## config.mk

```make
export PLATFORM = sky130hd
export DESIGN_NAME = fsr_bank
export DESIGN_NICKNAME = d
export VERILOG_FILES = /design/src/fsr_pkg.sv /design/src/fsr_bank.sv /design/src/fsr_episode_tracker.sv
export VERILOG_INCLUDE_DIRS = /design/src /design/src/src
export SDC_FILE = /design/constraint.sdc
export NUM_CORES = 1
export LEC_CHECK = 0
export ABC_CLOCK_PERIOD_IN_PS = 3300
export BUFFER_PORTS_ARGS = -buffer_cell sky130_fd_sc_hd__buf_2
export CORE_ASPECT_RATIO = 1.25
export CORE_MARGIN = 2
export CORE_UTILIZATION = 32
export CTS_CLUSTER_DIAMETER = 60
export DETAILED_ROUTE_END_ITERATION = 12
export GPL_TIMING_DRIVEN = 0
export SYNTH_ARGS = -nofsm -noshare
export SYNTH_HDL_FRONTEND = slang
export SYNTH_SLANG_ARGS = --single-unit
```

## constraint.sdc

```tcl
create_clock -name clk -period 3.3 [get_ports clk]
set_clock_uncertainty 0.15 [all_clocks]
set_input_delay 0 -clock clk [delete_from_list [all_inputs] [get_ports clk]]
set_output_delay 0 -clock clk [all_outputs]
set_load 0.005 [all_outputs]
```

## src/fsr_consts.svh

```systemverilog
// Constants of the fault status and soft reset bank.
// Assumes byte-wide registers on a 16-bit control address.
`ifndef FSR_CONSTS_SVH
`define FSR_CONSTS_SVH

// ==========================================
// Register offsets
`define FSR_OFS_RESET_TRIGGER 16'h2000
`define FSR_OFS_RAW_ONE       16'h2001
`define FSR_OFS_RAW_TWO       16'h2002

// ==========================================
// Reset values
`define FSR_RST_RESET_TRIGGER 8'h00
`define FSR_RST_RAW_ONE       8'h00
`define FSR_RST_RAW_TWO       8'h00

// ==========================================
// Reset trigger field
`define FSR_BIT_SOFT_RESET 0

// ==========================================
// Raw status one fields
`define FSR_BIT_SHDN_BEGIN  7
`define FSR_BIT_SHDN_END    6
`define FSR_BIT_WARN1_BEGIN 5
`define FSR_BIT_WARN1_END   4
`define FSR_BIT_FB_BEGIN    3
`define FSR_BIT_FB_END      2
`define FSR_BIT_OTP_FAIL    1
`define FSR_BIT_SPK_OVC     0

// ==========================================
// Raw status two fields
`define FSR_BIT_WARN2_BEGIN 7
`define FSR_BIT_WARN2_END   6
`define FSR_BIT_SPKMON_ERR  5
`define FSR_BIT_INT_CLK_ERR 4
`define FSR_BIT_RESERVED    3
`define FSR_BIT_CLK_RECOVER 2
`define FSR_BIT_CLK_ERR     1
`define FSR_BIT_DATA_ERR    0

// ==========================================
// Timing
`define FSR_SOFT_RESET_CYCLES 4

`endif

```

## src/fsr_pkg.sv

```systemverilog
// Types of the fault status and soft reset bank.
// Assumes nothing of its surroundings.
package fsr_pkg;

	// ==========================================
	// Soft reset sequencer states
	typedef enum logic [1:0] {
		FSR_ST_RUN  = 2'b01,
		FSR_ST_HOLD = 2'b10
	} fsr_state_t;

	// ==========================================
	// Indices into the episode tracker
	typedef enum int {
		FSR_EP_SHDN  = 0,
		FSR_EP_WARN1 = 1,
		FSR_EP_WARN2 = 2,
		FSR_EP_FB    = 3
	} fsr_episode_t;

endpackage

```

## src/fsr_bank.sv

```systemverilog
// Fault status and soft reset register bank.
// Assumes a byte-wide control port and synchronous fault levels.
`include "fsr_consts.svh"
`timescale 1ns/10ps
`default_nettype none

module fsr_bank #(
	parameter int SOFT_RESET_CYCLES = `FSR_SOFT_RESET_CYCLES
) (
	// Clock, reset, enable
	input  wire logic        clk,
	input  wire logic        sys_rst,
	input  wire logic        ce,
	// Control port
	input  wire logic [15:0] reg_addr,
	input  wire logic        reg_wr,
	input  wire logic        reg_rd,
	input  wire logic [7:0]  reg_wdata,
	output logic      [7:0]  reg_rdata,
	output logic             reg_rvalid,
	output logic             reg_err,
	// Thermal sources
	input  wire logic        die_above_shutdown,
	input  wire logic        die_above_warn_one,
	input  wire logic        die_above_warn_two,
	input  wire logic        foldback_active,
	// Other fault sources
	input  wire logic        otp_load_failed,
	input  wire logic        speaker_overcurrent,
	input  wire logic        internal_speaker_monitor_error,
	input  wire logic        internal_clock_error,
	input  wire logic        external_clock_recovered,
	input  wire logic        external_clock_error,
	input  wire logic        external_data_error,
	// Device reset request
	output logic             soft_reset
);

	// ==========================================
	// Elaboration check
	if (SOFT_RESET_CYCLES < 1 || SOFT_RESET_CYCLES > 255) begin : g_bad_cycles
		$error("fsr_bank: SOFT_RESET_CYCLES must be 1 to 255");
	end

	localparam logic [7:0] HOLD_LAST = 8'(SOFT_RESET_CYCLES - 1);

	// ==========================================
	// Address decode
	function automatic logic [2:0] fsr_decode(input logic [15:0] addr);
		fsr_decode = 3'h0;
		case (addr)
			`FSR_OFS_RESET_TRIGGER: fsr_decode = 3'h1;
			`FSR_OFS_RAW_ONE:       fsr_decode = 3'h2;
			`FSR_OFS_RAW_TWO:       fsr_decode = 3'h4;
			default:                fsr_decode = 3'h0;
		endcase
	endfunction

	logic [2:0] sel;
	logic       trigger_write;

	always_comb begin
		sel = fsr_decode(reg_addr);
		trigger_write = reg_wr && sel[0] && reg_wdata[`FSR_BIT_SOFT_RESET];
	end

	// ==========================================
	// Soft reset sequencer
	fsr_pkg::fsr_state_t state;
	fsr_pkg::fsr_state_t next_state;
	logic [7:0]          hold_cnt;
	logic [7:0]          next_hold_cnt;
	logic                next_soft_reset;
	logic                bank_clear;

	always_comb begin
		next_state      = state;
		next_hold_cnt   = hold_cnt;
		next_soft_reset = 1'b0;
		case (state)
			fsr_pkg::FSR_ST_RUN: begin
				if (trigger_write) begin
					next_state      = fsr_pkg::FSR_ST_HOLD;
					next_hold_cnt   = 8'h00;
					next_soft_reset = 1'b1;
				end
			end
			fsr_pkg::FSR_ST_HOLD: begin
				if (hold_cnt == HOLD_LAST) begin
					next_state = fsr_pkg::FSR_ST_RUN;
				end else begin
					next_hold_cnt   = hold_cnt + 8'h01;
					next_soft_reset = 1'b1;
				end
			end
			default: begin
				next_state = fsr_pkg::FSR_ST_RUN;
			end
		endcase
	end

	always_ff @(posedge clk) begin
		if (sys_rst) begin
			state      <= fsr_pkg::FSR_ST_RUN;
			hold_cnt   <= 8'h00;
			soft_reset <= 1'b0;
		end else if (ce) begin
			state      <= next_state;
			hold_cnt   <= next_hold_cnt;
			soft_reset <= next_soft_reset;
		end
	end

	assign bank_clear = trigger_write || (state == fsr_pkg::FSR_ST_HOLD);

	// ==========================================
	// Thermal episodes
	logic [3:0] ep_level;
	logic [3:0] ep_begin;
	logic [3:0] ep_end;

	assign ep_level[fsr_pkg::FSR_EP_SHDN]  = die_above_shutdown;
	assign ep_level[fsr_pkg::FSR_EP_WARN1] = die_above_warn_one;
	assign ep_level[fsr_pkg::FSR_EP_WARN2] = die_above_warn_two;
	assign ep_level[fsr_pkg::FSR_EP_FB]    = foldback_active;

	fsr_episode_tracker #(
		.N (4)
	) u_episodes (
		.clk        (clk),
		.sys_rst    (sys_rst),
		.ce         (ce),
		.clear      (bank_clear),
		.level      (ep_level),
		.begin_flag (ep_begin),
		.end_flag   (ep_end)
	);

	// ==========================================
	// Level fault flags
	logic otp_load_fail_flag;
	logic speaker_overcurrent_flag;
	logic internal_speaker_monitor_error_flag;
	logic internal_clock_error_flag;
	logic external_clock_recover_flag;
	logic external_clock_error_flag;
	logic external_data_error_flag;
	logic [6:0] lvl_q;
	logic [6:0] next_lvl_q;

	always_comb begin
		if (bank_clear) begin
			next_lvl_q = 7'h00;
		end else begin
			next_lvl_q = {otp_load_failed, speaker_overcurrent,
				internal_speaker_monitor_error, internal_clock_error,
				external_clock_recovered, external_clock_error,
				external_data_error};
		end
	end

	always_ff @(posedge clk) begin
		if (sys_rst) begin
			lvl_q <= 7'h00;
		end else if (ce) begin
			lvl_q <= next_lvl_q;
		end
	end

	assign otp_load_fail_flag                  = lvl_q[6];
	assign speaker_overcurrent_flag            = lvl_q[5];
	assign internal_speaker_monitor_error_flag = lvl_q[4];
	assign internal_clock_error_flag           = lvl_q[3];
	assign external_clock_recover_flag         = lvl_q[2];
	assign external_clock_error_flag           = lvl_q[1];
	assign external_data_error_flag            = lvl_q[0];

	// ==========================================
	// Raw status assembly
	logic [7:0] raw_one;
	logic [7:0] raw_two;

	always_comb begin
		raw_one = `FSR_RST_RAW_ONE;
		raw_one[`FSR_BIT_SHDN_BEGIN]  = ep_begin[fsr_pkg::FSR_EP_SHDN];
		raw_one[`FSR_BIT_SHDN_END]    = ep_end[fsr_pkg::FSR_EP_SHDN];
		raw_one[`FSR_BIT_WARN1_BEGIN] = ep_begin[fsr_pkg::FSR_EP_WARN1];
		raw_one[`FSR_BIT_WARN1_END]   = ep_end[fsr_pkg::FSR_EP_WARN1];
		raw_one[`FSR_BIT_FB_BEGIN]    = ep_begin[fsr_pkg::FSR_EP_FB];
		raw_one[`FSR_BIT_FB_END]      = ep_end[fsr_pkg::FSR_EP_FB];
		raw_one[`FSR_BIT_OTP_FAIL]    = otp_load_fail_flag;
		raw_one[`FSR_BIT_SPK_OVC]     = speaker_overcurrent_flag;
		raw_two = `FSR_RST_RAW_TWO;
		raw_two[`FSR_BIT_WARN2_BEGIN] = ep_begin[fsr_pkg::FSR_EP_WARN2];
		raw_two[`FSR_BIT_WARN2_END]   = ep_end[fsr_pkg::FSR_EP_WARN2];
		raw_two[`FSR_BIT_SPKMON_ERR]  = internal_speaker_monitor_error_flag;
		raw_two[`FSR_BIT_INT_CLK_ERR] = internal_clock_error_flag;
		raw_two[`FSR_BIT_RESERVED]    = 1'b0;
		raw_two[`FSR_BIT_CLK_RECOVER] = external_clock_recover_flag;
		raw_two[`FSR_BIT_CLK_ERR]     = external_clock_error_flag;
		raw_two[`FSR_BIT_DATA_ERR]    = external_data_error_flag;
	end

	// ==========================================
	// Read and error answers
	logic [7:0] next_reg_rdata;
	logic       next_reg_rvalid;
	logic       next_reg_err;

	always_comb begin
		next_reg_rdata  = 8'h00;
		next_reg_rvalid = 1'b0;
		next_reg_err    = 1'b0;
		if (reg_rd) begin
			next_reg_rvalid = 1'b1;
			case (sel)
				3'h1:    next_reg_rdata = `FSR_RST_RESET_TRIGGER;
				3'h2:    next_reg_rdata = raw_one;
				3'h4:    next_reg_rdata = raw_two;
				default: next_reg_err   = 1'b1;
			endcase
		end
		if (reg_wr && (sel == 3'h0)) begin
			next_reg_err = 1'b1;
		end
	end

	always_ff @(posedge clk) begin
		if (sys_rst) begin
			reg_rdata  <= 8'h00;
			reg_rvalid <= 1'b0;
			reg_err    <= 1'b0;
		end else if (ce) begin
			reg_rdata  <= next_reg_rdata;
			reg_rvalid <= next_reg_rvalid;
			reg_err    <= next_reg_err;
		end
	end

endmodule

`default_nettype wire

```

## src/fsr_episode_tracker.sv

```systemverilog
// Begin and end indicators for level conditions.
// Assumes levels synchronous to clk; clear is synchronous.
`timescale 1ns/10ps
`default_nettype none

module fsr_episode_tracker #(
	parameter int N = 4
) (
	// Clock and control
	input  wire logic         clk,
	input  wire logic         sys_rst,
	input  wire logic         ce,
	input  wire logic         clear,
	// Condition levels
	input  wire logic [N-1:0] level,
	// Indicators
	output logic      [N-1:0] begin_flag,
	output logic      [N-1:0] end_flag
);

	// ==========================================
	// Elaboration check
	if (N < 1) begin : g_bad_n
		$error("fsr_episode_tracker: N must be at least 1");
	end

	// ==========================================
	// Episode state
	logic [N-1:0] seen_above;
	logic [N-1:0] next_seen_above;
	logic [N-1:0] next_begin_flag;
	logic [N-1:0] next_end_flag;

	always_comb begin
		next_seen_above = seen_above;
		next_begin_flag = begin_flag;
		next_end_flag   = end_flag;
		if (clear) begin
			next_seen_above = '0;
			next_begin_flag = '0;
			next_end_flag   = '0;
		end else begin
			next_seen_above = seen_above | level;
			next_begin_flag = level;
			next_end_flag   = seen_above & ~level;
		end
	end

	always_ff @(posedge clk) begin
		if (sys_rst) begin
			seen_above <= '0;
			begin_flag <= '0;
			end_flag   <= '0;
		end else if (ce) begin
			seen_above <= next_seen_above;
			begin_flag <= next_begin_flag;
			end_flag   <= next_end_flag;
		end
	end

endmodule

`default_nettype wire

```

==> impl_metrics.py <==
metrics = {
    "clock_network": {
        "cts_tree": "done",
        "cts_resized": 0,
        "clock-sinks": 40,
        "htreeDepth": 2,
        "holdBufCountCts": 17,
        "cts_buffer_depth": 2,
        "path_clk_slew_ns": 0.08,
        "cts_setup_buffers": 0,
        "tritoncts.num_buffers": 5,
        "clock-root-buffer": "clkbuf_8",
        "insertion_delay_ns": 0.29,
    },
    "synth": {
        "ys_async_sr_fraction": 0,
        "yosysMostFrequentCell": "dfxtp_1",
        "synth_edf_count": 0,
        "yosysTopAreaCellShare": 0.4504,
        "seq_area_frac_synth": 0.4504,
        "synth_cells": 203,
        "synth_area_leader_cell": "dfxtp_1",
        "ys.flop_type": "dfxtp_1",
        "synth.area.top_cells": "dfxtp_1 45%, a22oi_1 7.6%, nor2_1 6.8%",
        "syn_area_um2": 1778,
        "synth_seq_cells": 40,
        "syn_nets": 246,
        "yosysWarnings": 0,
        "avgSynthCellArea_um2": 8.758,
        "synthTopCellsByCount": "40 x dfxtp_1, 32 x nor2_1, 18 x a22oi_1",
        "synth_cell_types": 39,
    },
    "pwr": {
        "leakage_uw": 0.0009838,
        "switching_share": 0.2386,
        "clockPowerShare": 0.408,
        "power.switching_uw": 242.0,
        "p_per_area_nw_per_um2": 429.9,
        "pwr-share-seq": 0.496,
        "combPwrFrac": 0.097,
        "ir_worst_vdd_mv": 0.2911,
        "p_int_uw": 772.1,
    },
    "global_route": {
        "grt_pass1_vias": 1707,
        "grt_max_degree": 15,
        "grt.total_usage": 0.1600,
        "grt_pass1_wl_um": 7935,
        "gr-total-overflow": 0,
        "antenna_found_initial": 0,
    },
    "floorplan": {
        "start_util": 0.3289,
        "design.core.area_um2": 5405,
        "die_area_um2": 6172,
        "fp.dieH_um": 87.34,
        "ios": 51,
        "rows": 30,
        "die_w_um": 70.67,
    },
    "worst_setup_path": {
        "r2r_cells": 7,
        "arrival_ns": 2.46,
        "reg2reg_slack_ns": 0.93,
        "crit_type": "flop to flop",
        "startpoint_type": "flop",
        "required_ns": 3.39,
        "worstReg2RegEnd": "lvl_q[6]$_SDFFE_PP0P_",
        "crit_path_end_kind": "flop",
        "cp-startpoint": "state[0]$_SDFFE_PP1P_",
        "r2r-start": "state[0]$_SDFFE_PP1P_",
        "cp_max_fo": 10,
    },
    "job": {
        "cap_violations": 0,
    },
    "timing": {
        "fin_crit_sh": 0.7185,
        "worst_pin_slew_ns": 0.8123,
        "finalHoldViolations": 0,
        "relSlewSlack": 0.4552,
        "rsz0062_at_grt": "no",
        "setup_tns_ns": 0,
        "slew_viol_final": 0,
        "fin_crit_ns": 2.371,
        "clock.fmax_ghz": 0.4217,
        "setup_viol": 0,
    },
    "hold_path": {
        "whs_endpoint": "reg_err$_SDFFE_PP0P_",
        "worstHoldStart": "reg_wr",
        "hp-class": "primary input to flop",
        "holdPathStages": 5,
    },
    "final_layout": {
        "n_antenna_cell": 0,
        "final_core_util": 0.4363,
        "drive_gt1_frac": 0.2140,
        "n_fill_cell": 551,
        "nNetsFinal": 313,
        "regArea_um2": 800.8,
        "multi_input_area_um2": 854.6,
        "area_growth_pct": 32.65,
        "fin_cells": 335,
    },
    "drt": {
        "routed_wl_um": 4675,
        "detail-route-antenna-nets": 0,
        "dr.pass1.iters": 5,
        "avgRoutedWirePerCell_um": 13.96,
        "vias": 1755,
        "drcViolationCount": 0,
        "first_iter_violations": 101,
        "vias_per_cell": 5.239,
    },
    "place": {
        "hpwl_um": 3196,
        "port_buffers": 43,
        "dp.cells": 310,
        "place_congestion": 0.8078,
    },
    "status": {
        "status": "complete, no violations",
    },
}
how the worst max path moves through the flow:
stage	endpoint	slack [ns]
5_1_grt	lvl_q[6]$_SDFFE_PP0P_	0.78
3_5_place_dp	u_episodes.begin_flag[3]$_SDFFE_PP0P_	1.01
3_3_place_gp	u_episodes.begin_flag[3]$_SDFFE_PP0P_	1.00
4_1_cts	lvl_q[6]$_SDFFE_PP0P_	0.88
6_report	lvl_q[6]$_SDFFE_PP0P_	0.93
2_1_floorplan	hold_cnt[0]$_SDFFE_PP0P_	1.27
stage by stage:
step	setup slack, ns	total power [uW]	hold WS [ns]	cell area [um^2]
floorplan	1.268	557.2	-0.008363	1778
global placement	1.003	594.5	0.08221	2073
detailed placement	1.015	595.6	0.09526	2073
CTS	0.8779	1024	0.03314	2359
global route	0.7820	1053	0.1034	2359
finish	0.9289	1014	0.04533	2359
critical path, stage by stage (launching register included):
cell and delay, ns:
dfxtp_1 0.33, inv_1 0.06, ha_1 0.20, buf_6 0.14, a211oi_1 0.64, a22oi_1 0.15, nor2_1 0.11, dlygate4sd3_1 0.55
cells by family after synthesis:
logic type | share of synthesized area
AO/OA/AOI/OAI | 0.2590
AND/OR/NAND/NOR | 0.1893
buffers and inverters | 0.06897
flip-flops | 0.4504
adder cells (fa/ha/maj) | 0.02111
multiplexers | 0.01126
registers in the layout, summed over array words and instances, names as in the netlist:
| name | cells |
|---|---|
| lvl_q | 7 |
| reg_rvalid | 1 |
| u_episodes.begin_flag | 4 |
| u_episodes.seen_above | 4 |
| hold_cnt | 8 |
| state | 2 |
| soft_reset | 1 |
| reg_err | 1 |
| u_episodes.end_flag | 4 |
| reg_rdata | 8 |
power groups by stage:
stage / Sequential [uW] / Clock [uW] / Combinational, uW
3_5_place_dp: 514 / 0 / 81.8
5_1_grt: 504 / 440 / 110
4_1_cts: 502 / 424 / 97.5
6_report: 503 / 414 / 97.9
2_1_floorplan: 512 / 0 / 45.0
3_3_place_gp: 514 / 0 / 80.9
placed cells by master, fill, tap and decap left out, drive strengths merged, types with 3 or more instances in the layout:
| cell type | n |
|---|---|
| buf | 45 |
| dfxtp | 40 |
| nor2 | 32 |
| a22oi | 18 |
| clkbuf | 18 |
| dlygate4sd3 | 17 |
| a21oi | 14 |
| inv | 11 |
| nand2 | 9 |
| o21ai | 8 |
| a22o | 7 |
| or3 | 6 |
| a32oi | 5 |
| nand4 | 5 |
| nor2b | 3 |
| and3 | 3 |
| ha | 3 |
layout make-up:
cell class,count,share of cell area
inverter,10,0.01592
buffer,15,0.03607
multi-input combinational,138,0.3623
tap,64,0.03395
timing repair buffer,60,0.1634
clock inverter,3,0.01963
clock buffer,5,0.02918
sequential,40,0.3395
layer usage:
layer,part of all wire,GRT usage,wire length (um)
met2,0.49,0.2659,2300
met4,0.013,0.04974,61
met5,0,0,0
met3,0.056,0.03704,261
met1,0.44,0.2068,2051
Power figures use the tool's default switching activity.
